--- config.mk ---
export PLATFORM = sky130hd
export DESIGN_NAME = hist_reg
export DESIGN_NICKNAME = d
export VERILOG_FILES = /design/src/hist_reg.v
export SDC_FILE = /design/constraint.sdc
export NUM_CORES = 1
export LEC_CHECK = 0
export ABC_AREA = 1
export BUFFER_PORTS_ARGS = -buffer_cell sky130_fd_sc_hd__clkbuf_2
export CORE_AREA = 10 10 47 49
export CTS_CLUSTER_DIAMETER = 40
export DETAILED_ROUTE_END_ITERATION = 16
export DIE_AREA = 0 0 57 59
export PLACE_DENSITY = 0.54
export SYNTH_ARGS = -nofsm -noshare
export SYNTH_HDL_FRONTEND = slang
export SYNTH_SLANG_ARGS = --single-unit
--- constraint.sdc ---
create_clock -name clk_in -period 1.34 [get_ports clk_in]
set_input_delay 0.134 -clock clk_in [delete_from_list [all_inputs] [get_ports clk_in]]
set_output_delay 0.134 -clock clk_in [all_outputs]
set_load 0.03 [all_outputs]
--- src/hist_reg.v ---
`timescale 1ns/1ps
// one-deep history of the previous retired instruction
module hist_reg
(
   input wire clk_in,
   input wire rst_in,
   input wire load_in,
   input wire [7:0] d_in,
   output reg [7:0] q_out
);
   always @(posedge clk_in or posedge rst_in)
   begin
      if (rst_in)
         q_out <= 8'h00;
      else if (load_in)
         q_out <= d_in;
   end
endmodule

==> results_dict.tcl <==
set metrics [dict create \
    outcome "finished clean" \
    drive_above_1_share_pct 39.3 \
    drc 0 \
    internal_power_w 0.000402 \
    fill_cells 170 \
    grt_util_all_layers_pct 5.39 \
    antenna_found_initial 0 \
    viasPerCell 3.81 \
    core.rowCount 14 \
    seqPwrFrac_pct 48.1 \
    max_freq_mhz 1050 \
    synth_commonest_cells "nand2_1 (24), dfrtp_1 (8), buf_6 (1), inv_1 (1), inv_2 (1)" \
    htree_levels 1 \
    top_register "q_out" \
    grt_max_degree 10 \
    muxShareOfSynthArea_pct 0 \
    p_per_area_mw_per_mm2 1300 \
    cts_tree "done" \
    tightest_slew_ps 306 \
    antennaDiodeCount 0 \
    synth_ff_type "dfrtp_1" \
    path_buf_inv 1 \
    hold_class "primary input to register" \
    via_count 274 \
    critPathTopFamily "flip-flops" \
    numCtsBuffers 3 \
    hold_viol_final 0 \
    critPathLaunchType "register" \
    synth_area_leaders "dfrtp_1 (65%), nand2_1 (29%), buf_6 (3.6%)" \
    whs_ps 84.1 \
    die_area_mm2 0.00336 \
    crit_slowest_cell "dfrtp_1" \
    first_global_vias 314 \
    synthCells 35 \
    cts_resized 0 \
    dr.pass1.iters 3 \
    combPwrFrac_pct 20.2 \
    fp.dieH_um 59 \
    stdcell_area_um2 440 \
    grt_pass1_wl_mm 1.36 \
    critical_path_class "register to output pin" \
    hpwl_um 688 \
    slowest_delay_ps 380 \
    rsz0062_at_grt "false" \
    yosys.area_share.adder_pct 0 \
    synth_top_area_cell "dfrtp_1" \
    routed_wl_um 821 \
    power.leakage_nw 0.270 \
    synth_top_family_by_area "simple AND/OR/NAND/NOR gates" \
    synth_top_area_share_pct 64.8 \
    drt_iter0_drc 4 \
    syn_area_um2 309 \
    die_w_um 57 \
    setup_viol_count_final 0 \
    gp_congestion 0.582 \
    yosysWarnings 0 \
    ir_drop_mv 0.572 \
    syn_to_final_growth_pct 42.5 \
    top_regs "q_out x8" \
    timing.final.crit_share_pct 71.0 \
    synthDistinctLibCells 5 \
    synth_edf_count 0 \
    synth_fp_nets 46 \
    clock-root-buffer "clkbuf_4" \
    synth_compound_area_share_pct 0 \
    routedWlPerCell_um 11.4 \
    gr-total-overflow 0 \
    synth-xor-area-share_pct 0 \
    p_switching_w 0.000170 \
    skew_ps 0 \
    io_buffers 18 \
    ctsLongestPathBuffers 2 \
    fin_setup_tns_ps 0 \
    yosys.area_share.simple_pct 29.1 \
    io_pins 19 \
    nets 69 \
    initial_utilization_pct 22.1 \
    placed_area_um2 408 \
    postRouteAntennaNets 0 \
    synth-seq-area-share_pct 64.8 \
    cp.required_ps 1210 \
    ys_seq_elements 8 \
    cts.sinks 8 \
    yosysMostFrequentCell "nand2_1" \
    end_kind "output pin" \
    slew_headroom_pct 79.6 \
    clock_latency_ps 250 \
    switching_share_pct 29.7 \
    async_flop_share_pct 100 \
    cap_violations 0 \
    clkPwrFrac_pct 31.7 \
    timing.final.max_slew_violations 0 \
    syn_avg_cell_area_um2 8.83 \
    core_mm2 0.00140 \
    largest_reg_flops 8 \
    critical_path.cell_chain "clkbuf_2" \
    worstPathMaxFanout 2 \
    crit_arrival_ps 820 \
    finalCriticalPeriod_ps 951 \
    clkTransAtPathRegs_ps 50 \
]
==> what timing repair did <==
item	CTS	global route
hold buffers	1	0
buffers inserted	0	0
endpoints found under the hold margin	8	0
==> power groups by stage <==
stage	sequential [W]	combinational, W	clock [W]
after floorplan	0.000322	0.0000306	0
after global placement	0.000279	0.000115	0
after detailed placement	0.000279	0.000117	0
after CTS	0.000275	0.000119	0.000189
after global routing	0.000279	0.000127	0.000203
final	0.000275	0.000115	0.000181
==> worst paths after layout <==
kind                       startpoint        to  slack, ps  cells after the start
min in group asynchronous      rst_in  q_out[6]        350                      3
hold reg to reg              q_out[5]  q_out[5]        470                      2
hold / removal                d_in[7]  q_out[7]         80                      3
setup reg to reg             q_out[6]  q_out[6]        740                      2
max in group asynchronous      rst_in  q_out[2]        760                      3
setup / recovery             q_out[4]  q_out[4]        390                      1
==> per-stage QoR <==
| stage | utilization [%] | power, W | setup WS (ps) | instances |
|---|---|---|---|---|
| after floorplan | - | 0.000352 | 611 | 35 |
| after global placement | 29.1 | 0.000395 | 654 | 68 |
| after detailed placement | 29.1 | 0.000396 | 653 | 68 |
| after CTS | 31.4 | 0.000583 | 374 | 72 |
| after global routing | 31.4 | 0.000609 | 342 | 72 |
| final | 31.4 | 0.000571 | 389 | 72 |
==> cells in the final DEF, fill, tap and decap left out <==
cell type	n
clkbuf_4	3
inv_2	1
clkbuf_2	18
dlygate4sd3_1	1
inv_1	1
dfrtp_1	8
nand2_1	24
==> final cells by class <==
type / instances / area (um^2) / share of cell area [%]
Sequential cell: 8 / 200 / 45.5
Inverter: 2 / 7.51 / 1.70
Multi-Input combinational cell: 24 / 90.1 / 20.5
Timing Repair Buffer: 19 / 100 / 22.7
Clock buffer: 3 / 22.5 / 5.11
Tap cell: 16 / 20.0 / 4.55
==> per-layer routing <==
layer / vias up / track usage [%] / share of wire (%)
li1: 145 / - / -
met1: 119 / 5.19 / 39
met2: 10 / 8.06 / 50
met3: 0 / 3.00 / 10
met4: 0 / 5.03 / 0
met5: - / 0 / 0
==> logic make-up after synthesis <==
kind of cell,count (synthesis)
and+or+nand+nor,24
buffers and inverters,3
DFF,8
Note: power is estimated with default switching activity, not from simulation.
